## config.mk

```make
export PLATFORM = sky130hd
export DESIGN_NAME = dual_8bit_split_timer
export DESIGN_NICKNAME = d
export VERILOG_FILES = /design/src/design/split_timer_pkg.sv /design/src/design/dual_8bit_split_timer.sv
export SDC_FILE = /design/constraint.sdc
export NUM_CORES = 1
export LEC_CHECK = 0
export BUFFER_PORTS_ARGS = -buffer_cell sky130_fd_sc_hd__clkbuf_2
export CORE_MARGIN = 2
export CORE_UTILIZATION = 30
export CTS_BUF_LIST = sky130_fd_sc_hd__clkbuf_8
export CTS_CLUSTER_DIAMETER = 50
export DETAILED_ROUTE_END_ITERATION = 12
export HOLD_SLACK_MARGIN = 0.06
export PLACE_DENSITY_LB_ADDON = 0.1
export SLEW_MARGIN = 0
export SYNTH_ARGS = -nofsm -noshare
export SYNTH_HDL_FRONTEND = slang
export SYNTH_SLANG_ARGS = --single-unit
```

## constraint.sdc

```tcl
create_clock -name mclk_i -period 2.78 [get_ports mclk_i]
set_clock_uncertainty 0.05 [all_clocks]
set_input_delay 0.417 -clock mclk_i [delete_from_list [all_inputs] [get_ports mclk_i]]
set_output_delay 0.417 -clock mclk_i [all_outputs]
set_load 0.05 [all_outputs]
```

## src/design/split_timer_pkg.sv

```systemverilog
// Package: register map, field layout and reset values of the split timer
package split_timer_pkg;

    // Printed offsets are not all multiples of four: these are indexes
    localparam logic [5:0] IDX_SPLIT_CONTROL = 6'h03;
    localparam logic [5:0] IDX_COMMAND_CLEAR = 6'h04;
    localparam logic [5:0] IDX_COMMAND_SET   = 6'h05;
    localparam logic [5:0] IDX_IRQ_ENABLE    = 6'h0a;
    localparam logic [5:0] IDX_IRQ_FLAGS     = 6'h0b;
    localparam logic [5:0] IDX_DEBUG_CONTROL = 6'h0e;
    localparam logic [5:0] IDX_LOW_COUNTER   = 6'h20;
    localparam logic [5:0] IDX_HIGH_COUNTER  = 6'h21;
    localparam logic [5:0] IDX_LOW_PERIOD    = 6'h26;
    localparam logic [5:0] IDX_HIGH_PERIOD   = 6'h27;
    localparam logic [5:0] IDX_LOW_CMP0      = 6'h28;
    localparam logic [5:0] IDX_TIMER_ENABLE  = 6'h00;

    // Field positions
    localparam int POS_SPLIT_ENABLE = 0;
    localparam int POS_LOW_UNF      = 0;
    localparam int POS_HIGH_UNF     = 1;
    localparam int POS_LOW_CMP0     = 4;
    localparam int POS_DEBUG_RUN    = 0;
    localparam int POS_ENABLE       = 0;

    // Reset values
    localparam logic [7:0] RST_COUNTER = 8'h00;
    localparam logic [7:0] RST_PERIOD  = 8'hff;
    localparam logic [7:0] RST_ZERO    = 8'h00;

    // Writable bit masks
    localparam logic [7:0] MASK_IRQ     = 8'h73;
    localparam logic [7:0] MASK_CMD_RW  = 8'h03;

    // Command field encodings
    typedef enum logic [1:0] {
        CMD_NONE     = 2'h0,
        CMD_RESERVED = 2'h1,
        CMD_RESTART  = 2'h2,
        CMD_RESET    = 2'h3
    } command_t;

    localparam logic [1:0] TARGET_NONE = 2'h0;
    localparam logic [1:0] TARGET_BOTH = 2'h3;

    // Status of both counters, carried together
    typedef struct packed {
        logic [7:0] low_count;
        logic [7:0] high_count;
        logic [2:0] low_match;
    } timer_status_t;

endpackage

```

## src/design/dual_8bit_split_timer.sv

```systemverilog
// Design: two independent 8-bit down counters of a split-mode timer, APB slave
//
// Added by the designer: the APB interface to the registers.
`timescale 1ns/1ns
// Summary of operation
// - Split enable runs two separate 8-bit timers
// - Clear register clears bits written one
// - Set register sets bits written one
// - Command field always reads back zero
// - Command codes: none, reserved, restart, reset
// - Hard reset ignored while timer enabled
// - Target code three selects both timers
// - Enable bits 4-6 held for compare interrupts, gate no output
// - Enable bits 1,0 held for underflow interrupts, gate no output
// - Low compare flag set on counter match while enabled in split mode
// - Flags clear by software writing one or by hard reset
// - High underflow flag at high bottom
// - Low underflow flag at low bottom
// - Debug run zero halts timers in break
// - Bus counter write beats count or reload
// - Low period is low TOP, resets FF
// - Counters readable writable, reset to zero
// - High period is high TOP, resets FF
// - Low compares checked continuously against counter
module dual_8bit_split_timer
    import split_timer_pkg::*;
#(
    parameter int CHANNELS = 3
) (
    input  wire logic                mclk_i,
    input  wire logic                reset_n_i,
    input  wire logic                clk_en_i,
    input  wire logic                tick_i,
    input  wire logic                debug_break_i,
    input  wire logic                psel_i,
    input  wire logic                penable_i,
    input  wire logic                pwrite_i,
    input  wire logic [7:0]          paddr_i,
    input  wire logic [31:0]         pwdata_i,
    input  wire logic [3:0]          pstrb_i,
    output logic      [31:0]         prdata_o,
    output logic                     pready_o,
    output logic                     pslverr_o,
    output logic      [CHANNELS-1:0] compare_match_o,
    output timer_status_t            status_o
);

    // ------------------------------------------------------------
    // Bus decode
    // ------------------------------------------------------------
    logic       acc;
    logic       wr;
    logic [5:0] idx;
    logic       mapped;
    logic [7:0] wbyte;

    // Index from word address; one-cycle access, always ready
    assign acc       = psel_i & penable_i;
    assign wr        = acc & pwrite_i & pstrb_i[0];
    assign idx       = paddr_i[7:2];
    assign wbyte     = pwdata_i[7:0];
    assign pready_o  = 1'b1;
    assign pslverr_o = acc & ~mapped;

    function automatic logic is_idx(input logic [5:0] a, input logic [5:0] b);
        return a == b;
    endfunction

    // ------------------------------------------------------------
    // Control registers
    // ------------------------------------------------------------
    logic       enable_r;
    logic       split_enable_r;
    logic [1:0] command_target_r;
    logic [7:0] irq_enable_r;
    logic       debug_run_r;
    logic [7:0] low_period_r;
    logic [7:0] high_period_r;
    logic [7:0] low_compare_channel_r [CHANNELS];

    // Enable and mode bits
    always_ff @(posedge mclk_i or negedge reset_n_i) begin
        if (!reset_n_i) begin
            enable_r       <= 1'b0;
            split_enable_r <= 1'b0;
            debug_run_r    <= 1'b0;
        end else if (clk_en_i && wr) begin
            if (is_idx(idx, IDX_TIMER_ENABLE)) begin
                enable_r <= wbyte[POS_ENABLE];
            end
            if (is_idx(idx, IDX_SPLIT_CONTROL)) begin
                split_enable_r <= wbyte[POS_SPLIT_ENABLE];
            end
            if (is_idx(idx, IDX_DEBUG_CONTROL)) begin
                debug_run_r <= wbyte[POS_DEBUG_RUN];
            end
        end
    end

    // Target field via set and clear registers
    always_ff @(posedge mclk_i or negedge reset_n_i) begin
        if (!reset_n_i) begin
            command_target_r <= TARGET_NONE;
        end else if (clk_en_i && wr) begin
            if (is_idx(idx, IDX_COMMAND_CLEAR)) begin
                command_target_r <= command_target_r & ~(wbyte[1:0] & MASK_CMD_RW[1:0]);
            end else if (is_idx(idx, IDX_COMMAND_SET)) begin
                command_target_r <= command_target_r | (wbyte[1:0] & MASK_CMD_RW[1:0]);
            end
        end
    end

    // Interrupt enables, only the documented bits
    always_ff @(posedge mclk_i or negedge reset_n_i) begin
        if (!reset_n_i) begin
            irq_enable_r <= RST_ZERO;
        end else if (clk_en_i && wr && is_idx(idx, IDX_IRQ_ENABLE)) begin
            irq_enable_r <= wbyte & MASK_IRQ;
        end
    end

    // Period and compare values
    always_ff @(posedge mclk_i or negedge reset_n_i) begin
        if (!reset_n_i) begin
            low_period_r  <= RST_PERIOD;
            high_period_r <= RST_PERIOD;
            for (int i = 0; i < CHANNELS; i++) begin
                low_compare_channel_r[i] <= RST_ZERO;
            end
        end else if (clk_en_i && wr) begin
            if (is_idx(idx, IDX_LOW_PERIOD)) begin
                low_period_r <= wbyte;
            end
            if (is_idx(idx, IDX_HIGH_PERIOD)) begin
                high_period_r <= wbyte;
            end
            for (int i = 0; i < CHANNELS; i++) begin
                if (is_idx(idx, IDX_LOW_CMP0 + 6'(2 * i))) begin
                    low_compare_channel_r[i] <= wbyte;
                end
            end
        end
    end

    // ------------------------------------------------------------
    // Command decode
    // ------------------------------------------------------------
    logic     cmd_write;
    command_t cmd;
    logic     restart;
    logic     hard_reset;

    // Command acts in the write cycle; never stored so reads zero
    assign cmd_write  = wr & (is_idx(idx, IDX_COMMAND_SET) | is_idx(idx, IDX_COMMAND_CLEAR));
    assign cmd        = command_t'(wbyte[3:2]);
    assign restart    = cmd_write & (cmd == CMD_RESTART) & (wbyte[1:0] == TARGET_BOTH);
    assign hard_reset = cmd_write & (cmd == CMD_RESET) & (wbyte[1:0] == TARGET_BOTH)
                        & ~enable_r;

    // ------------------------------------------------------------
    // Counters
    // ------------------------------------------------------------
    logic       run;
    logic       low_bottom;
    logic       high_bottom;
    logic [7:0] low_counter_r;
    logic [7:0] high_counter_r;

    // Count only enabled, in split mode, not halted by debug
    assign run         = enable_r & split_enable_r & tick_i
                         & (debug_run_r | ~debug_break_i);
    assign low_bottom  = run & (low_counter_r == RST_COUNTER);
    assign high_bottom = run & (high_counter_r == RST_COUNTER);

    // Next counter value from restart and count; bus write and hard reset handled by caller
    function automatic logic [7:0] count_next(input logic [7:0] cur, input logic [7:0] per,
                                              input logic rel, input logic go);
        if (rel) begin
            return per;
        end else if (go) begin
            return (cur == RST_COUNTER) ? per : cur - 8'h01;
        end
        return cur;
    endfunction

    // Low counter
    always_ff @(posedge mclk_i or negedge reset_n_i) begin
        if (!reset_n_i) begin
            low_counter_r <= RST_COUNTER;
        end else if (clk_en_i) begin
            if (hard_reset) begin
                low_counter_r <= RST_COUNTER;
            end
            else if (wr && is_idx(idx, IDX_LOW_COUNTER)) begin
                low_counter_r <= wbyte;
            end else begin
                low_counter_r <= count_next(low_counter_r, low_period_r, restart, run);
            end
        end
    end

    // High counter
    always_ff @(posedge mclk_i or negedge reset_n_i) begin
        if (!reset_n_i) begin
            high_counter_r <= RST_COUNTER;
        end else if (clk_en_i) begin
            if (hard_reset) begin
                high_counter_r <= RST_COUNTER;
            end
            else if (wr && is_idx(idx, IDX_HIGH_COUNTER)) begin
                high_counter_r <= wbyte;
            end else begin
                high_counter_r <= count_next(high_counter_r, high_period_r, restart, run);
            end
        end
    end

    // ------------------------------------------------------------
    // Compare and flags
    // ------------------------------------------------------------
    logic [CHANNELS-1:0] match;
    logic [7:0]          irq_flags_r;
    logic [7:0]          flag_set;
    logic [7:0]          flag_clr;

    // Continuous compare, fed out to waveform logic
    always_comb begin
        for (int i = 0; i < CHANNELS; i++) begin
            match[i] = low_counter_r == low_compare_channel_r[i];
        end
    end

    // Flag sources; compare flags only while the split timer is on,
    // else counter and compares both at zero would raise them out of reset
    always_comb begin
        flag_set                    = RST_ZERO;
        flag_set[POS_LOW_UNF]       = low_bottom;
        flag_set[POS_HIGH_UNF]      = high_bottom;
        flag_set[POS_LOW_CMP0 +: 3] = 3'(match) & {3{enable_r & split_enable_r}};
        flag_clr = (wr && is_idx(idx, IDX_IRQ_FLAGS)) ? (wbyte & MASK_IRQ) : RST_ZERO;
    end

    // Sticky flags, set beats clear
    always_ff @(posedge mclk_i or negedge reset_n_i) begin
        if (!reset_n_i) begin
            irq_flags_r <= RST_ZERO;
        end else if (clk_en_i) begin
            if (hard_reset) begin
                irq_flags_r <= RST_ZERO;
            end else begin
                irq_flags_r <= (irq_flags_r & ~flag_clr) | (flag_set & MASK_IRQ);
            end
        end
    end

    // Data outputs from flip-flops
    always_ff @(posedge mclk_i or negedge reset_n_i) begin
        if (!reset_n_i) begin
            compare_match_o <= '0;
            status_o        <= '0;
        end else if (clk_en_i) begin
            compare_match_o <= match & {CHANNELS{enable_r}};
            status_o        <= '{low_count: low_counter_r, high_count: high_counter_r,
                                 low_match: 3'(match)};
        end
    end

    // ------------------------------------------------------------
    // Read mux
    // ------------------------------------------------------------
    logic [7:0] rbyte;

    always_comb begin
        mapped = 1'b1;
        rbyte  = RST_ZERO;
        case (idx)
            IDX_TIMER_ENABLE:  rbyte = {7'h00, enable_r};
            IDX_SPLIT_CONTROL: rbyte = {7'h00, split_enable_r};
            IDX_COMMAND_CLEAR,
            IDX_COMMAND_SET:   rbyte = {6'h00, command_target_r};
            IDX_IRQ_ENABLE:    rbyte = irq_enable_r;
            IDX_IRQ_FLAGS:     rbyte = irq_flags_r;
            IDX_DEBUG_CONTROL: rbyte = {7'h00, debug_run_r};
            IDX_LOW_COUNTER:   rbyte = low_counter_r;
            IDX_HIGH_COUNTER:  rbyte = high_counter_r;
            IDX_LOW_PERIOD:    rbyte = low_period_r;
            IDX_HIGH_PERIOD:   rbyte = high_period_r;
            6'h28:             rbyte = low_compare_channel_r[0];
            6'h2a:             rbyte = low_compare_channel_r[1];
            6'h2c:             rbyte = low_compare_channel_r[2];
            default:           mapped = 1'b0;
        endcase
    end

    // Read data registered at the access edge is not needed; combinational word
    assign prdata_o = {24'h000000, rbyte};

    // ------------------------------------------------------------
    // Checks
    // ------------------------------------------------------------
    flag_clear_a: assert property (@(posedge mclk_i) disable iff (!reset_n_i)
        (clk_en_i && flag_clr[POS_LOW_UNF] && !flag_set[POS_LOW_UNF]) |=> !irq_flags_r[POS_LOW_UNF])
        else $error("written one did not clear flag");
    low_unf_a: assert property (@(posedge mclk_i) disable iff (!reset_n_i)
        (clk_en_i && low_bottom && !hard_reset) |=> irq_flags_r[POS_LOW_UNF])
        else $error("low underflow flag not set");
    high_unf_a: assert property (@(posedge mclk_i) disable iff (!reset_n_i)
        (clk_en_i && high_bottom && !hard_reset) |=> irq_flags_r[POS_HIGH_UNF])
        else $error("high underflow flag not set");
    cmp_flag_a: assert property (@(posedge mclk_i) disable iff (!reset_n_i)
        (clk_en_i && match[0] && enable_r && split_enable_r && !hard_reset) |=> irq_flags_r[POS_LOW_CMP0])
        else $error("compare flag not set");
    no_clear_a: assert property (@(posedge mclk_i) disable iff (!reset_n_i)
        (clk_en_i && irq_flags_r[0] && !hard_reset && !(wr && is_idx(idx, IDX_IRQ_FLAGS)))
        |=> irq_flags_r[0])
        else $error("flag cleared by itself");
    cnt_write_a: assert property (@(posedge mclk_i) disable iff (!reset_n_i)
        (clk_en_i && wr && is_idx(idx, IDX_LOW_COUNTER) && !hard_reset) |=> low_counter_r == $past(wbyte))
        else $error("counter write lost");
    reset_ignored_a: assert property (@(posedge mclk_i) disable iff (!reset_n_i)
        (clk_en_i && enable_r && cmd_write && cmd == CMD_RESET && !run)
        |=> $stable(low_counter_r) && $stable(high_counter_r))
        else $error("hard reset taken while enabled");
    halt_debug_a: assert property (@(posedge mclk_i) disable iff (!reset_n_i)
        (clk_en_i && debug_break_i && !debug_run_r && !wr && !restart && !hard_reset)
        |=> $stable(low_counter_r) && $stable(high_counter_r))
        else $error("timer ran in debug halt");
    cmd_read_a: assert property (@(posedge mclk_i) disable iff (!reset_n_i)
        (acc && is_idx(idx, IDX_COMMAND_SET)) |-> prdata_o[3:2] == 2'h0)
        else $error("command field read nonzero");
    reload_a: assert property (@(posedge mclk_i) disable iff (!reset_n_i)
        (clk_en_i && low_bottom && !wr && !hard_reset) |=> low_counter_r == $past(low_period_r))
        else $error("low counter did not reload");

    // ------------------------------------------------------------
    // Checks on counting, commands and outputs
    // ------------------------------------------------------------
    // Reload, step and command effects on the counters
    high_reload_a: assert property (@(posedge mclk_i) disable iff (!reset_n_i)
        (clk_en_i && high_bottom && !wr && !hard_reset) |=> high_counter_r == $past(high_period_r))
        else $error("high counter did not reload");
    count_down_a: assert property (@(posedge mclk_i) disable iff (!reset_n_i)
        (clk_en_i && run && !low_bottom && !wr) |=> low_counter_r == $past(low_counter_r) - 8'h01)
        else $error("low counter did not step down");
    restart_a: assert property (@(posedge mclk_i) disable iff (!reset_n_i)
        (clk_en_i && restart) |=> low_counter_r == $past(low_period_r) && high_counter_r == $past(high_period_r))
        else $error("restart did not reload");
    hard_reset_a: assert property (@(posedge mclk_i) disable iff (!reset_n_i)
        (clk_en_i && hard_reset) |=> low_counter_r == RST_COUNTER && high_counter_r == RST_COUNTER)
        else $error("hard reset did not clear counters");
    split_off_a: assert property (@(posedge mclk_i) disable iff (!reset_n_i)
        (clk_en_i && !split_enable_r && !wr) |=> $stable(low_counter_r) && $stable(high_counter_r))
        else $error("counter ran outside split mode");

    // Set and clear registers, enables and clock enable
    set_bits_a: assert property (@(posedge mclk_i) disable iff (!reset_n_i)
        (clk_en_i && wr && is_idx(idx, IDX_COMMAND_SET))
        |=> command_target_r == ($past(command_target_r) | $past(wbyte[1:0])))
        else $error("set register changed other bits");
    clear_bits_a: assert property (@(posedge mclk_i) disable iff (!reset_n_i)
        (clk_en_i && wr && is_idx(idx, IDX_COMMAND_CLEAR))
        |=> command_target_r == ($past(command_target_r) & ~$past(wbyte[1:0])))
        else $error("clear register changed other bits");
    irq_en_a: assert property (@(posedge mclk_i) disable iff (!reset_n_i)
        (clk_en_i && wr && is_idx(idx, IDX_IRQ_ENABLE)) |=> irq_enable_r == ($past(wbyte) & MASK_IRQ))
        else $error("interrupt enable write wrong");
    freeze_a: assert property (@(posedge mclk_i) disable iff (!reset_n_i)
        !clk_en_i |=> $stable(low_counter_r) && $stable(high_counter_r) && $stable(irq_flags_r))
        else $error("state changed while clock enable low");

    // Registered outputs follow the live compare while the timer is enabled, and the counters
    compare_out_a: assert property (@(posedge mclk_i) disable iff (!reset_n_i)
        (clk_en_i && enable_r) |=> compare_match_o == $past(match))
        else $error("compare output wrong");
    status_a: assert property (@(posedge mclk_i) disable iff (!reset_n_i)
        clk_en_i |=> status_o.low_count == $past(low_counter_r) && status_o.high_count == $past(high_counter_r))
        else $error("status copy wrong");

endmodule

```

# After elaboration in Yosys (flattened, before gate mapping)
# Cells that the tools add are included.
# word_totals
regBits,96
elab_cells,116
out_inout_bits,56
input_bits,52
# op_classes
n_reduce_logical,24
n_bitwise,28
n_addsub,2
mux,26
eq_ne,19
# op_table
cell,count
$mux W8,13
$pmux W8 S13,1
$eq A6 B6 Y1 const B,7
$eq A8 B8 Y1,3
$reduce_and A2 Y1,11
$eq A6 B4 Y1 const B,3
$logic_not A8 Y1,2
$sub A8 B1 Y8 const B,2
$and A1 B1 Y1,15
$reduce_or A14 Y1,1
$eq A6 B3 Y1 const B,2
$mux W1,9
$and A8 B8 Y8,1
$not A7 Y8,1
$or A8 B7 Y8,1
$mux W7,1
$and A3 B3 Y3,2
$eq A2 B2 Y1 const B,3
$eq A6 B2 Y1 const B,1
$logic_not A6 Y1,1
$reduce_bool A3 Y1,2
$logic_and A1 B1 Y1,5
$mux W2,2
$not A1 Y1,3
6 further kinds,7

# Depth between registers and ports, before layout
# depth
depth_word,13
depth_mapped,8
ltp_nobuf,7

# Least setup slack after synthesis
# No wires, ideal clock.
# synth_path
kind,in2out
startpoint,input port paddr_i[3]
endpoint,output port prdata_o[1]
path_stages,6
path_buffers,1
required_ps,2313
arrival_ps,2065
path_slack_ps,248
path_cell_list,buf_6 -> or4_4 -> nor2_1 -> a22o_1 -> a221oi_1 -> o211ai_1
# synth_between
elab_chain_cells,3
elab_cells_between_ends,16
classes_between,eq/ne (13); mux (1); reduce/logical (2)
# synth_rtl
item,line,source
start: declaration,dual_8bit_split_timer.sv:38,"input wire logic [7:0] paddr_i,"
$eq A6 B3 Y1,dual_8bit_split_timer.sv:276,case (idx)
$reduce_or A2 Y1,-,
$pmux W8 S13 *,dual_8bit_split_timer.sv:276,
end: declaration,dual_8bit_split_timer.sv:41,"output logic [31:0] prdata_o,"
# Every way passes the cells marked *; elsewhere a longest branch is shown, timed or not.

# Final worst setup path
# layout_path
startpoint,input port paddr_i[3]
endpoint,output port prdata_o[6]
# The elaborated chain is that of the path after synthesis.

==> metrics <==
#FFs+latches synth=just over 90; Site Rows=49; Worst slew margin=between 30 and 40%; top-count cell post-synth=dfrtp_1; Fin Hold WS=~0.37 ns; Ys Warns=0; Final setup viols=0; most frequent cells after synthesis=dfrtp_1 (77), mux2_2 (63), nand2_1 (46); clk sinks=93; Core Util, Final=35.5%; Crit. End Element=output pin; antenna cells=0; Post-CTS Resized=0; Top Ports=108; Avg Vias per Cell=approximately 5.3; worst-case clock buffer depth=2; final critical-path required period=roughly 2.6 ns; share of layout cells above drive strength 1=33.2%; CTS root buf=clkbuf_8; worst-path maximum fanout=10; Die Ht=between 100 and 150 um; die width=about 140 um; Pwr Density=roughly 450 nW/um^2; max cap viols=0; hold buffer count at cts=1; Post-synth ARST share=100%; VDD IR-drop max=between 0.2 and 0.25 mV; fmax=between 0.3 and 0.4 GHz; initial antenna violation count=0; top cells by area, synth=dfrtp_1 (35%), mux2_2 (13%), dfstp_2 (7.7%); overall routing resource usage=a little under a fifth; synthesized area per cell=about 10 sq um; Worst-path clk slew=0.09 ns; # DRC=0; RSZ-0062 raised after global routing=no; nets=about 640; setup TNS=0 ns; cell taking the most area after synthesis=dfrtp_1; Post-CTS Setup Bufs=0; Final Max Slew Viols=0; Worst-Margin Slew=slightly below 1 ns; Routed WL=about 17,000 um; Final HPWL DP=between 10,000 and 15,000 um; DR iter-0 viols=268; sequential area share after synthesis=a little over two fifths; first-pass GRT wire length=26,900 um; gr ovfl total=0; post-synth design cell area=between 5000 and 6000 sq um; synthesized instance count=523; Final Hold Fails=0; Post-Place Setup Slack=around 0.22 ns; drt pass-1 iters=6; min-delay worst type=input pin to register; Starting Density=roughly 31%; status=complete, no violations; predominant post-synthesis flop cell=dfrtp_1; pin count of the biggest net entering global routing=44; CP required=approximately 2.3 ns; WS Path Type=input pin to output pin; DR WL/cell=roughly 21 um; Yosys top cell area share=between 30% and 40%; CTS H-tree depth=3; core area=17,900 sq um; post-synthesis cell type count=64; clk_lat worst skew=0.38 ns; Placer Congestion=between 0.8 and 0.9; Die ar.=~19,000 sq um; total CTS buffers=9; DR vias=4,331; remaining antenna violation count after routing=0; Pleak=3.09 nW; Fill cells=~1,800; number of synthesized flops with an enable pin=0; share of the clock period used by the worst path=~93%; Port-buffer cells=between 50 and 60; CTS tree=yes; vias in the first global route=roughly 4,400; Arr. time, crit path=2.11 ns; Layout area overhead=16.3%; Startpoint Class=input pin; slack of the critical path=a little over 0.2 ns
[cells by family (layout without fill, tap and decap cells)]
group / after synthesis / count (layout) / share of synthesized area (%)
other: 2 / 25 / 0.137
adders and majority gates: 2 / 2 / 0.458
xor gates and xnor gates: 35 / 35 / 5.61
muxes: 82 / 82 / 16.5
DFF: 93 / 93 / 42.9
AOI/OAI and AO/OA: 93 / 93 / 12.5
and+or+nand+nor: 153 / 153 / 15.6
buffers and inverters: 63 / 105 / 6.29
[routing by layer]
layer | track usage [%] | up-vias | part of all wire [%]
met4 | 6.70 | 0 | 2.8
met5 | 0 | - | 0
met3 | 4.18 | 32 | 6.1
met2 | 27.3 | 164 | 44
li1 | - | 1963 | -
met1 | 25.8 | 2172 | 47
[state kept, by name (all words and copies together), names as in the netlist, 5 cells and up]
register / count
status_o: 19
high_counter_r: 8
low_counter_r: 8
high_period_r: 8
low_compare_channel_r: 24
irq_enable_r: 5
low_period_r: 8
irq_flags_r: 5
[layout by cell type, fill, tap and decap left out, drive strengths merged, types with 3 or more instances in the layout]
cell and count:
dfrtp 77, mux2 63, clkbuf 54, nand2 46, buf 37, nor2 31, xor2 28, conb 25
o21ai 22, mux2i 19, a21oi 19, nand3 18, dfstp 16, nor4 11, nor3 10, inv 9
o211ai 9, a22oi 7, xnor2 7, a221oi 7, and2 6, nand4 6, and4 5, nand2b 4
a221o 4, o22ai 3, a31oi 3, o2bb2ai 3, or4 3
[power breakdown]
group | switching (mW) | leakage [nW] | internal [mW]
sequential | 0.0276 | 1.23 | 1.38
combinational | 0.315 | 1.75 | 0.114
clock | 0.492 | 0.110 | 0.522
total | 0.835 | 3.09 | 2.02
[worst max-delay path, cell delays in order]
cell and delay [ns]:
clkbuf_2 0.19, or4_4 0.61, nor2_1 0.25, buf_4 0.22, a22oi_1 0.07, nand3_1 0.19
buf_12 0.16
[layout make-up]
type | instances | area, sq um | share of cell area [%]
sequential | 93 | 2350 | 36.9
multi-input combinational | 390 | 2860 | 45.0
clock buffer | 10 | 138 | 2.16
timing repair buffer | 82 | 621 | 9.76
tap | 229 | 287 | 4.51
clock inverter | 5 | 76.3 | 1.20
inverter | 8 | 30.0 | 0.472
[final timing paths]
check / startpoint / to / slack [ns] / cells past startpoint
max in group asynchronous: reset_n_i / irq_flags_r[6]$_DFFE_PN0P_ / 1.33 / 3
worst min register to register: status_o[0]$_DFFE_PN0P_ / status_o[0]$_DFFE_PN0P_ / 0.44 / 2
worst min-delay path: pwdata_i[6] / low_period_r[6]$_DFFE_PN1P_ / 0.37 / 3
worst max register to register: high_counter_r[1]$_DFFE_PN0P_ / high_counter_r[2]$_DFFE_PN0P_ / 0.44 / 7
min in group asynchronous: reset_n_i / status_o[3]$_DFFE_PN0P_ / 0.53 / 2
worst max-delay path: paddr_i[3] / prdata_o[6] / 0.21 / 7
[per-stage QoR]
stage / cell area (sq um) / std cells / power (mW)
after global routing: 6360 / 817 / 2.98
final: 6360 / 817 / 2.85
after detailed placement: 6140 / 801 / 1.87
after CTS: 6360 / 817 / 2.89
after floorplan: 5550 / 546 / 1.74
after global placement: 6140 / 801 / 1.86
Power figures use the tool's default switching activity.
